## src/logic/gpio_bank_pkg.sv

```systemverilog
// shared constants, register map and field layout of the pin bank
package gpio_bank_pkg;
	localparam int GP_LINES = 10;
	localparam int GP_LO = 2;
	localparam int AN_LINES = 2;
	localparam int ADDR_W = 8;
	// register byte offsets
	localparam logic [7:0] OFS_GP_DIR = 8'h00;
	localparam logic [7:0] OFS_GP_OUT = 8'h04;
	localparam logic [7:0] OFS_GP_IN = 8'h08;
	localparam logic [7:0] OFS_GP_PULL = 8'h0c;
	localparam logic [7:0] OFS_AN_CTRL = 8'h10;
	localparam logic [7:0] OFS_AN_IN = 8'h14;
	localparam logic [7:0] OFS_COEX = 8'h18;
	localparam logic [7:0] OFS_COEX_STAT = 8'h1c;
	// pull codes, two bits per line
	localparam logic [1:0] PULL_WEAK_DN = 2'h0;
	localparam logic [1:0] PULL_STRONG_DN = 2'h1;
	localparam logic [1:0] PULL_WEAK_UP = 2'h2;
	localparam logic [1:0] PULL_STRONG_UP = 2'h3;
	// coexistence control bits
	localparam int COEX_PRIO_EN = 0;
	localparam int COEX_BUSY_EN = 1;
	localparam int COEX_PEER_EN = 2;
	localparam int COEX_PRIO_VAL = 3;
	localparam int COEX_BUSY_VAL = 4;
	// analog control: dir in [1:0], out in [9:8]
	localparam int AN_OUT_POS = 8;
	// reset values, decode-error read data and response codes
	localparam logic [9:0] GP_DIR_RST = 10'h000;
	localparam logic [19:0] GP_PULL_RST = 20'h00000;
	localparam logic [31:0] DECERR_DATA = 32'h00000000;
	localparam logic [1:0] RESP_OKAY = 2'h0;
	localparam logic [1:0] RESP_SLVERR = 2'h2;
	typedef struct packed {
		logic [9:0] dir;
		logic [9:0] dout;
		logic [19:0] pull;
		logic [1:0] an_dir;
		logic [1:0] an_out;
		logic [4:0] coex;
	} cfg_t;
	typedef struct packed {
		logic [9:0] oe;
		logic [9:0] o;
		logic [9:0] pu_weak;
		logic [9:0] pu_strong;
		logic [9:0] pd_weak;
		logic [9:0] pd_strong;
	} gp_pins_t;
endpackage

```

## src/logic/gpio_pad_ctrl.sv

```systemverilog
// per-line pad drive and termination decoding for the general-purpose lines
`timescale 1ns/10ps
module gpio_pad_ctrl (
	input wire logic clock_i,
	input wire logic in_rst_i,
	input wire gpio_bank_pkg::cfg_t cfg_i,
	output gpio_bank_pkg::gp_pins_t pins_o
);
	gpio_bank_pkg::gp_pins_t st_q;
	gpio_bank_pkg::gp_pins_t st_d;

	// map pull code of one line onto its four termination enables
	function automatic logic [3:0] pull_dec(input logic [1:0] code);
		logic [3:0] r;
		r = 4'h0;
		case (code)
			gpio_bank_pkg::PULL_WEAK_DN: r = 4'h1;
			gpio_bank_pkg::PULL_STRONG_DN: r = 4'h2;
			gpio_bank_pkg::PULL_WEAK_UP: r = 4'h4;
			gpio_bank_pkg::PULL_STRONG_UP: r = 4'h8;
			default: r = 4'h1;
		endcase
		return r;
	endfunction

	// lines 2,3 driven by coexistence override when enabled
	always_comb
	begin
		logic [3:0] t;
		t = 4'h0;
		st_d = '0;
		for (int i = 0; i < gpio_bank_pkg::GP_LINES; i++)
		begin
			t = pull_dec(cfg_i.pull[2*i +: 2]);
			st_d.pd_weak[i] = t[0];
			st_d.pd_strong[i] = t[1];
			st_d.pu_weak[i] = t[2];
			st_d.pu_strong[i] = t[3];
			st_d.oe[i] = cfg_i.dir[i];
			st_d.o[i] = cfg_i.dout[i];
		end
		if (cfg_i.coex[gpio_bank_pkg::COEX_PRIO_EN])
		begin
			st_d.oe[2] = 1'b1;
			st_d.o[2] = cfg_i.coex[gpio_bank_pkg::COEX_PRIO_VAL];
		end
		if (cfg_i.coex[gpio_bank_pkg::COEX_BUSY_EN])
		begin
			st_d.oe[3] = 1'b1;
			st_d.o[3] = cfg_i.coex[gpio_bank_pkg::COEX_BUSY_VAL];
		end
		// peer input line never drives while it serves coexistence
		if (cfg_i.coex[gpio_bank_pkg::COEX_PEER_EN])
			st_d.oe[4] = 1'b0;
		if (in_rst_i)
		begin
			st_d.oe = '0;
			st_d.pd_weak = '1;
			st_d.pd_strong = '0;
			st_d.pu_weak = '0;
			st_d.pu_strong = '0;
		end
	end

	always_ff @(posedge clock_i)
		st_q <= st_d;

	assign pins_o = st_q;
endmodule

```

## src/logic/gpio_bank.sv

```systemverilog
// general-purpose pin bank with coexistence roles and an axi4-lite register port
//
// Register access over AXI4-Lite and the register offsets were left to the implementer.
`timescale 1ns/10ps
module gpio_bank (
	input wire logic clock_i,
	input wire logic sys_rst_i,
	input wire logic module_rst_n_i,
	input wire logic [7:0] s_axi_awaddr,
	input wire logic s_axi_awvalid,
	output logic s_axi_awready,
	input wire logic [31:0] s_axi_wdata,
	input wire logic [3:0] s_axi_wstrb,
	input wire logic s_axi_wvalid,
	output logic s_axi_wready,
	output logic [1:0] s_axi_bresp,
	output logic s_axi_bvalid,
	input wire logic s_axi_bready,
	input wire logic [7:0] s_axi_araddr,
	input wire logic s_axi_arvalid,
	output logic s_axi_arready,
	output logic [31:0] s_axi_rdata,
	output logic [1:0] s_axi_rresp,
	output logic s_axi_rvalid,
	input wire logic s_axi_rready,
	input wire logic [9:0] gp_line_i,
	output logic [9:0] gp_line_o,
	output logic [9:0] gp_line_oe_o,
	output logic [9:0] gp_pull_up_weak_o,
	output logic [9:0] gp_pull_up_strong_o,
	output logic [9:0] gp_pull_dn_weak_o,
	output logic [9:0] gp_pull_dn_strong_o,
	input wire logic [1:0] analog_capable_line_i,
	output logic [1:0] analog_capable_line_o,
	output logic [1:0] analog_capable_line_oe_o,
	output logic coexist_peer_busy_o
);
	typedef struct packed {
		gpio_bank_pkg::cfg_t cfg;
		logic [7:0] awaddr;
		logic aw_have;
		logic [31:0] wdata;
		logic [3:0] wstrb;
		logic w_have;
		logic bvalid;
		logic [1:0] bresp;
		logic rvalid;
		logic [31:0] rdata;
		logic [1:0] rresp;
		logic [9:0] gp_smp;
		logic [1:0] an_smp;
		logic in_rst;
	} state_t;

	state_t st_q;
	state_t st_d;
	gpio_bank_pkg::gp_pins_t pins;
	gpio_bank_pkg::cfg_t reset_cfg;

	assign reset_cfg = '{dir: gpio_bank_pkg::GP_DIR_RST, dout: '0,
		pull: gpio_bank_pkg::GP_PULL_RST, an_dir: '0, an_out: '0, coex: '0};

	// true when the word offset names a mapped register
	function automatic logic mapped(input logic [7:0] a);
		return a[1:0] == 2'h0 && a <= gpio_bank_pkg::OFS_COEX_STAT;
	endfunction

	// byte-lane merge of a write into a stored word
	function automatic logic [31:0] merge(input logic [31:0] old, input logic [31:0] nw,
		input logic [3:0] be);
		logic [31:0] r;
		r = old;
		for (int b = 0; b < 4; b++)
			if (be[b])
				r[8*b +: 8] = nw[8*b +: 8];
		return r;
	endfunction

	// register read view, unused upper bits read as zero
	function automatic logic [31:0] rd_word(input state_t s, input logic [7:0] a);
		logic [31:0] r;
		r = gpio_bank_pkg::DECERR_DATA;
		case (a)
			gpio_bank_pkg::OFS_GP_DIR: r = {22'h0, s.cfg.dir};
			gpio_bank_pkg::OFS_GP_OUT: r = {22'h0, s.cfg.dout};
			gpio_bank_pkg::OFS_GP_IN: r = {22'h0, s.gp_smp};
			gpio_bank_pkg::OFS_GP_PULL: r = {12'h0, s.cfg.pull};
			gpio_bank_pkg::OFS_AN_CTRL: r = {22'h0, s.cfg.an_out, 6'h0, s.cfg.an_dir};
			gpio_bank_pkg::OFS_AN_IN: r = {30'h0, s.an_smp};
			gpio_bank_pkg::OFS_COEX: r = {27'h0, s.cfg.coex};
			gpio_bank_pkg::OFS_COEX_STAT: r = {31'h0, s.gp_smp[4]};
			default: r = gpio_bank_pkg::DECERR_DATA;
		endcase
		return r;
	endfunction

	always_comb
	begin
		logic [31:0] w;
		w = '0;
		st_d = st_q;
		st_d.in_rst = ~module_rst_n_i;
		st_d.gp_smp = gp_line_i;
		st_d.an_smp = analog_capable_line_i;
		// write path: address and data accepted in either order
		if (s_axi_awvalid && s_axi_awready)
		begin
			st_d.aw_have = 1'b1;
			st_d.awaddr = s_axi_awaddr;
		end
		if (s_axi_wvalid && s_axi_wready)
		begin
			st_d.w_have = 1'b1;
			st_d.wdata = s_axi_wdata;
			st_d.wstrb = s_axi_wstrb;
		end
		if (st_q.aw_have && st_q.w_have && !st_q.bvalid)
		begin
			st_d.aw_have = 1'b0;
			st_d.w_have = 1'b0;
			st_d.bvalid = 1'b1;
			st_d.bresp = mapped(st_q.awaddr) ? gpio_bank_pkg::RESP_OKAY
				: gpio_bank_pkg::RESP_SLVERR;
			w = merge(rd_word(st_q, st_q.awaddr), st_q.wdata, st_q.wstrb);
			case (st_q.awaddr)
				gpio_bank_pkg::OFS_GP_DIR: st_d.cfg.dir = w[9:0];
				gpio_bank_pkg::OFS_GP_OUT: st_d.cfg.dout = w[9:0];
				gpio_bank_pkg::OFS_GP_PULL: st_d.cfg.pull = w[19:0];
				gpio_bank_pkg::OFS_AN_CTRL:
				begin
					st_d.cfg.an_dir = w[1:0];
					st_d.cfg.an_out = w[gpio_bank_pkg::AN_OUT_POS +: 2];
				end
				gpio_bank_pkg::OFS_COEX: st_d.cfg.coex = w[4:0];
				default: st_d.cfg = st_q.cfg;
			endcase
		end
		if (st_q.bvalid && s_axi_bready)
			st_d.bvalid = 1'b0;
		// read path: one read under way at a time
		if (s_axi_arvalid && s_axi_arready)
		begin
			st_d.rvalid = 1'b1;
			st_d.rdata = rd_word(st_q, s_axi_araddr);
			st_d.rresp = mapped(s_axi_araddr) ? gpio_bank_pkg::RESP_OKAY
				: gpio_bank_pkg::RESP_SLVERR;
		end
		else if (st_q.rvalid && s_axi_rready)
			st_d.rvalid = 1'b0;
		// module reset pin returns configuration to its power-on state
		if (st_q.in_rst)
			st_d.cfg = reset_cfg;
	end

	// bus reset clears everything except in_rst, which it sets; pin reset handled above
	always_ff @(posedge clock_i)
	begin
		if (sys_rst_i)
		begin
			st_q <= '0;
			st_q.in_rst <= 1'b1;
		end
		else
			st_q <= st_d;
	end

	gpio_pad_ctrl u_pad (
		.clock_i(clock_i),
		.in_rst_i(st_q.in_rst || sys_rst_i),
		.cfg_i(st_q.cfg),
		.pins_o(pins)
	);

	// handshakes combinational, data from flip-flops
	assign s_axi_awready = !st_q.aw_have;
	assign s_axi_wready = !st_q.w_have;
	assign s_axi_bvalid = st_q.bvalid;
	assign s_axi_bresp = st_q.bresp;
	assign s_axi_arready = !st_q.rvalid;
	assign s_axi_rvalid = st_q.rvalid;
	assign s_axi_rdata = st_q.rdata;
	assign s_axi_rresp = st_q.rresp;
	assign gp_line_o = pins.o;
	assign gp_line_oe_o = pins.oe;
	assign gp_pull_up_weak_o = pins.pu_weak;
	assign gp_pull_up_strong_o = pins.pu_strong;
	assign gp_pull_dn_weak_o = pins.pd_weak;
	assign gp_pull_dn_strong_o = pins.pd_strong;
	// analog lines held floating in reset
	assign analog_capable_line_o = st_q.cfg.an_out;
	assign analog_capable_line_oe_o = st_q.in_rst ? 2'h0 : st_q.cfg.an_dir;
	// peer busy only forwarded while line 4 serves coexistence
	assign coexist_peer_busy_o = st_q.cfg.coex[gpio_bank_pkg::COEX_PEER_EN]
		& st_q.gp_smp[4];

	AST_RST_FLOATS: assert property (@(posedge clock_i) disable iff (sys_rst_i)
		!module_rst_n_i |-> ##2 (gp_line_oe_o == '0 && analog_capable_line_oe_o == '0))
		else $error("pins driven during module reset");
	AST_RST_PULLDN: assert property (@(posedge clock_i) disable iff (sys_rst_i)
		!module_rst_n_i |-> ##2 (gp_pull_dn_weak_o == '1 && gp_pull_up_weak_o == '0))
		else $error("weak pull-down missing in reset");
	AST_RST_ACTLOW: assert property (@(posedge clock_i) disable iff (sys_rst_i)
		!module_rst_n_i ##1 !module_rst_n_i |-> ##1 (st_q.cfg.dir == '0))
		else $error("config survives active-low reset");
	AST_OUT_FOLLOWS: assert property (@(posedge clock_i) disable iff (sys_rst_i)
		(st_q.cfg.coex[1:0] == 2'h0 && !st_q.in_rst) |-> ##1 (gp_line_o == $past(st_q.cfg.dout)))
		else $error("output does not follow written value");
	AST_IN_SAMPLE: assert property (@(posedge clock_i) disable iff (sys_rst_i)
		1'b1 |-> ##1 (st_q.gp_smp == $past(gp_line_i)))
		else $error("sampled input stale");
	AST_PRIO_OUT: assert property (@(posedge clock_i) disable iff (sys_rst_i)
		(st_q.cfg.coex[0] && !st_q.in_rst)
		|-> ##1 (gp_line_oe_o[2] && gp_line_o[2] == $past(st_q.cfg.coex[3])))
		else $error("priority line not driving");
	AST_BUSY_OUT: assert property (@(posedge clock_i) disable iff (sys_rst_i)
		(st_q.cfg.coex[1] && !st_q.in_rst)
		|-> ##1 (gp_line_oe_o[3] && gp_line_o[3] == $past(st_q.cfg.coex[4])))
		else $error("busy line wrong");
	AST_PEER_IN: assert property (@(posedge clock_i) disable iff (sys_rst_i)
		st_q.cfg.coex[2] |-> ##1 !gp_line_oe_o[4])
		else $error("peer input line driving");
	AST_AN_RD: assert property (@(posedge clock_i) disable iff (sys_rst_i)
		(s_axi_arvalid && s_axi_arready && s_axi_araddr == gpio_bank_pkg::OFS_AN_IN)
		|=> (s_axi_rvalid && s_axi_rdata[1:0] == $past(st_q.an_smp)))
		else $error("analog line read wrong");
	AST_PULL_SEL: assert property (@(posedge clock_i) disable iff (sys_rst_i)
		(!st_q.in_rst && st_q.cfg.pull[1:0] == gpio_bank_pkg::PULL_STRONG_UP)
		|-> ##1 gp_pull_up_strong_o[0])
		else $error("strong pull-up not applied");
	AST_DIR_WR: assert property (@(posedge clock_i) disable iff (sys_rst_i)
		(!st_q.in_rst && st_q.cfg.coex == '0) |-> ##1 (gp_line_oe_o == $past(st_q.cfg.dir)))
		else $error("direction not applied");
endmodule

```

## config.mk

```make
export PLATFORM = sky130hd
export DESIGN_NAME = gpio_bank
export DESIGN_NICKNAME = d
export VERILOG_FILES = /design/src/logic/gpio_bank_pkg.sv /design/src/logic/gpio_pad_ctrl.sv /design/src/logic/gpio_bank.sv
export SDC_FILE = /design/constraint.sdc
export NUM_CORES = 1
export LEC_CHECK = 0
export BUFFER_PORTS_ARGS = -buffer_cell sky130_fd_sc_hd__buf_4
export CORE_MARGIN = 3
export CORE_UTILIZATION = 45
export CTS_BUF_LIST = sky130_fd_sc_hd__clkbuf_4
export CTS_CLUSTER_SIZE = 25
export DETAILED_ROUTE_END_ITERATION = 8
export PLACE_DENSITY_LB_ADDON = 0.15
export REMOVE_ABC_BUFFERS = 1
export SLEW_MARGIN = 20
export SYNTH_ARGS = -nofsm -noshare
export SYNTH_HDL_FRONTEND = slang
export SYNTH_SLANG_ARGS = --single-unit
```

## constraint.sdc

```tcl
create_clock -name clock_i -period 1.5 [get_ports clock_i]
set_clock_uncertainty 0.1 [all_clocks]
set_input_delay 0 -clock clock_i [delete_from_list [all_inputs] [get_ports clock_i]]
set_output_delay 0 -clock clock_i [all_outputs]
set_load 0.02 [all_outputs]
```

======== Word level (Yosys, flattened, before mapping) ========
Index checks and enable logic that the tools add are counted.
storage, ports and cells
  bits of input ports ..................... 72
  output and inout port bits .............. 106
  register bits after elaboration ......... 193
  logic and storage cells ................. 139
cells by class
  reduce and logical (&&, ||, !) cells .... 40
  bitwise logic cells ..................... 2
  multiplexer cells ....................... 24
  magnitude comparators ................... 2
  equality and inequality tests ........... 43
operator list
  operator            count
  $pmux 20 s8         1
  $pmux 4 s4          10
  $pmux 20 s4         1
  $eq 8x5->1 const B  6
  $eq 2x2->1 const B  20
  $eq 8x4->1 const B  3
  $logic_not 2->1     12
  $eq 2x1->1 const B  10
  $eq 8x3->1 const B  2
  $le 8x5->1 const B  2
  $logic_not 8->1     2
  $mux 8              2
  $reduce_and 2->1    5
  $logic_and 1x1->1   9
  $reduce_or 2->1     4
  $mux 1              6
  $mux 2              3
  $reduce_and 3->1    2
  $logic_not 1->1     4
  $mux 4              1
  $ne 2x2->1 const B  2
  $reduce_bool 2->1   1
  $and 1x1->1         1
  $logic_or 1x1->1    1
  $not 1->1           1

======== Logic depth before layout (Yosys ltp) ========
  word-level depth ........................ 3
  mapped depth ............................ 7
  gate-level depth less buffers ........... 5

======== Hierarchy ========
Synthesis repeated with hierarchy kept, for this count alone.
unflattened totals
  cell total of the unflattened synthesis .. 712
  area total of the unflattened synthesis .. 6919.1 um^2
modules (own cells, without submodules)
  module         area an instance (um^2)  cells an instance  instances  seq. area each (um^2)
  gpio_bank      5286.3                   595                1          2382.3
  gpio_pad_ctrl  1632.8                   117                1          1201.2

======== Least setup slack after synthesis ========
No wires, ideal clock.
  path kind ............................... register to register
  start point ............................. register st_q (netlist bit s_axi_bvalid)
  end point ............................... register st_q[112] (netlist name)
  buffers on the path ..................... 3
  stages on the path, launching flop included .. 7
  arrival time ............................ 1.424 ns
  library setup time ...................... 0.086 ns
  data required time ...................... 1.314 ns
  period minus slack after synthesis ...... 1.610 ns
  slack ................................... -0.110 ns
  path through ............................ dfxtp_1 -> and3b_1 -> buf_2 -> and4_1 -> buf_6 -> buf_6 -> a211oi_1
between the ends
  longest elaborated chain between the ends .. 3
ends and longest elaborated chain
  element                            line              source
  from (decl)                        gpio_bank.sv:55   state_t st_q;
  from (signal assigned)             gpio_bank.sv:164  st_q <= st_d;
  $logic_not 1->1                    gpio_bank.sv:117  if (st_q.aw_have && st_q.w_have && !st_q.bvalid)
  $logic_and 1x1->1                  gpio_bank.sv:117
  $reduce_and 2->1 (no source line)  -
No other way between the ends.
A chain may end at the register's enable or synchronous reset.

======== Final worst setup path ========
  start point ............................. register st_q[93] (netlist name)
  end point ............................... register st_q[101] (netlist name)
between the ends
  longest elaborated chain between the ends .. 3
  elaborated cells on any way between the ends .. 7
  those cells by class .................... eq/ne (4); mux (2); reduce/logical (1)
ends and longest elaborated chain
  element                             line                               source
  $eq 8x5->1 (tied with other cells)  gpio_bank.sv:83, gpio_bank.sv:125
  $pmux 20 s4                         gpio_bank.sv:83                    case (a)
  $mux 8                              gpio_bank.sv:74                    if (be[b])
Several ways; a longest one is shown, not always the timed one. The select of a mux whose other input is x is not followed.

==> impl_metrics.json <==
{
  "antenna_found_initial": 1,
  "status": "finished with violations",
  "grt_usage": 0.232,
  "cts_buffer_depth": 2,
  "ys_warn_count": 0,
  "cts_buffers": 17,
  "required_ns": 1.84,
  "drtAntennaViolNets": 0,
  "wl_per_cell_um": 16.5,
  "die_y_um": 132,
  "dr.pass1.iters": 5,
  "ys_seq_area_frac": 0.505,
  "grt_pass1_wl_um": 32500,
  "place_ws_ns": -0.280,
  "yosys.area.top_type": "dfxtp_1",
  "place_hpwl_um": 14100,
  "synth_seq_cells": 179,
  "slew_violations": 0,
  "layout_min_cycle_time_ns": 1.73,
  "switching_share": 0.264,
  "syn-instance-count": 775,
  "power_density_nw_per_um2": 848,
  "fin_crit_sh": 1.15,
  "synth_edf_count": 0,
  "clockRootBuffer": "clkbuf_4",
  "hold_path_startpoint": "s_axi_awaddr[3]",
  "place_congestion": 0.882,
  "grt_max_degree": 65,
  "routed_wl_um": 20900,
  "min_path_cells": 4,
  "worst_pin_slew_ns": 0.539,
  "r2r-start": "st_q[93]$_SDFFE_PP0P_",
  "p_int_w": 0.00647,
  "ys.flop_type": "dfxtp_1",
  "insertion_delay_ns": 0.57,
  "portBuffers": 150,
  "fin_ws_ns": -0.230,
  "fin_util": 0.677,
  "dr.first_iter.drc_count": 440,
  "end_kind": "flop",
  "max_slew_margin": 0.639,
  "violations": "negative setup slack",
  "clock.fmax_ghz": 0.578,
  "max_cap_violations": 0,
  "ys_types": 58,
  "r2r_setup_slack_ns": -0.23,
  "dpl_cell_area_um2": 8720,
  "hold_viol_final": 0,
  "design_area_um2": 10400,
  "synth.most_common_cell": "dfxtp_1",
  "syn_avg_cell_area_um2": 9.15,
  "drc": 0,
  "cts_num_sinks": 179,
  "cp-start-kind": "flop",
  "via_per_inst": 5.15,
  "min_to": "st_q[92]$_SDFFE_PP0P_",
  "path_clk_slew_ns": 0.14,
  "critPathKind": "reg -> reg",
  "p_leak_nw": 4.20,
  "finalSetupTns_ns": -7.95,
  "drive_gt1_frac": 0.371,
  "cp_max_fo": 7,
  "synth_top_area_share": 0.505,
  "setup_viol": 49,
  "die_x_um": 132,
  "netlist_area_um2": 7090,
  "startpoint": "st_q[93]$_SDFFE_PP0P_",
  "grt_overflow": 0,
  "regToRegEndpoint": "st_q[101]$_SDFFE_PP0P_",
  "final_nets": 1117,
  "ir_worst_vdd_v": 0.000515,
  "grt_pass1_vias": 6420,
  "initial_core_util": 0.463,
  "p_clk_frac": 0.303,
  "io_pins": 178,
  "cp_data_arrival_time_ns": 2.07,
  "comb_power_share": 0.138,
  "switching_power_w": 0.00232,
  "coreArea_um2": 15300,
  "htree_levels": 4,
  "rsz0062_at_grt": "yes",
  "pwr-share-seq": 0.559,
  "synth_area_leaders": "dfxtp_1 (51%), nand2_1 (5.2%), a21oi_1 (5.0%)",
  "die_area_um2": 17300,
  "cts_tree": "done",
  "rr_worst_depth": 7,
  "area_growth_pct": 46.1,
  "vias": 6541,
  "async_flop_share": 0,
  "yosys-top-cells-count": "dfxtp_1 (179), nand2_1 (99), a21oi_1 (71), nor2_1 (62), o21ai_0 (45)",
  "min_path_type": "in -> reg",
  "fillers": 1219,
  "rows": 45
}
-- kinds of logic (layout without fill, tap and decap cells) --
group,after synthesis,count (layout),synth area share
simple gates,287,287,0.206
other cells,1,15,0.000529
flops,179,179,0.505
mux,26,26,0.0466
buf+inv,94,364,0.0790
compound gates,188,188,0.163
-- state kept, by name, indices dropped and copies added (netlist names) --
name	flops
s_axi_bresp	1
s_axi_bvalid	1
analog_capable_line_o	2
s_axi_rvalid	1
st_q	93
s_axi_rdata	20
u_pad.pins_o	60
s_axi_rresp	1
-- worst max-delay path by stage --
stage                             end  slack, ns  depth (start not counted)
6_report       st_q[101]$_SDFFE_PP0P_      -0.23                          7
5_1_grt        st_q[105]$_SDFFE_PP0P_      -0.28                          6
4_1_cts        st_q[133]$_SDFFE_PP0P_      -0.18                          7
3_5_place_dp   st_q[143]$_SDFFE_PP0P_      -0.28                          5
3_3_place_gp   st_q[143]$_SDFFE_PP0P_      -0.32                          5
2_1_floorplan  st_q[131]$_SDFFE_PP0P_      -0.95                          3
-- power groups by stage --
stage	Combinational, W	Clock, W	Sequential, W
2_1_floorplan	0.000400	0	0.00501
3_3_place_gp	0.000890	0	0.00500
3_5_place_dp	0.000907	0	0.00501
4_1_cts	0.00114	0.00273	0.00491
5_1_grt	0.00131	0.00291	0.00492
6_report	0.00122	0.00266	0.00491
-- per-stage QoR --
step	power, W	instances	hold slack, ns
after floorplan	0.00541	709	-0.0309
after global placement	0.00589	1149	0.0810
after detailed placement	0.00592	1149	0.0805
after CTS	0.00877	1260	0.0512
after global routing	0.00914	1270	0.0806
final	0.00878	1270	0.0957
-- layer usage --
layer | global-route usage | wire, um | vias up
li1 | - | - | 3185
met1 | 0.302 | 9060 | 3063
met2 | 0.391 | 10100 | 261
met3 | 0.0421 | 1370 | 32
met4 | 0.0758 | 343 | 0
met5 | 0 | 0 | -
-- area by class of cell --
cell class	instances	area, um2	share of cell area
Clock inverter	13	133	0.0128
Tap cell	211	264	0.0255
Timing Repair Buffer	317	2770	0.267
Sequential cell	179	3610	0.349
Antenna cell	1	2.50	0.000241
Clock buffer	19	143	0.0138
Inverter	15	56.3	0.00543
Multi-Input combinational cell	515	3380	0.327
-- critical path, stage by stage (launching register included) --
cell      delay [ns]
dfxtp_4         0.41
and2b_2         0.25
o211ai_4        0.19
buf_12          0.16
buf_12          0.11
a21oi_4         0.05
a21boi_2        0.21
a211oi_2        0.11
-- timing repair --
item                                   CTS  global route
gates resized for setup                 81            63
setup endpoints to repair               49            56
setup buffers                            6            10
endpoints found under the hold margin   75             0
cloned                                   0             1
pin swaps                               39            37
hold buffers                            74             0
-- placed cells by master (no fill, tap or decap), types with 4 or more instances in the layout --
cell type        n
nand2_1         94
nor2_4           4
nor3b_1          7
o21ai_0         25
mux2i_1         13
nand4_1          9
conb_1          14
mux4_2           5
buf_6           14
a21oi_2         17
nor3_2           5
nand3_1         13
a211oi_1         4
clkbuf_4        19
buf_4          218
nand3_2          8
nand2b_1         9
and3_1          14
buf_12          10
clkinv_2         5
mux2_2           6
dfxtp_4          6
a22o_1          10
a22oi_1         13
a31oi_1         11
a21oi_1         51
nor2b_1         22
dlygate4sd3_1   72
and2_1           7
o21ai_2          6
nor3_1           8
inv_1           15
nor2_1          58
dfxtp_1        168
dfxtp_2          5
a211oi_2         8
o21ai_1         14
nand2_2          5
Power figures use the tool's default switching activity.
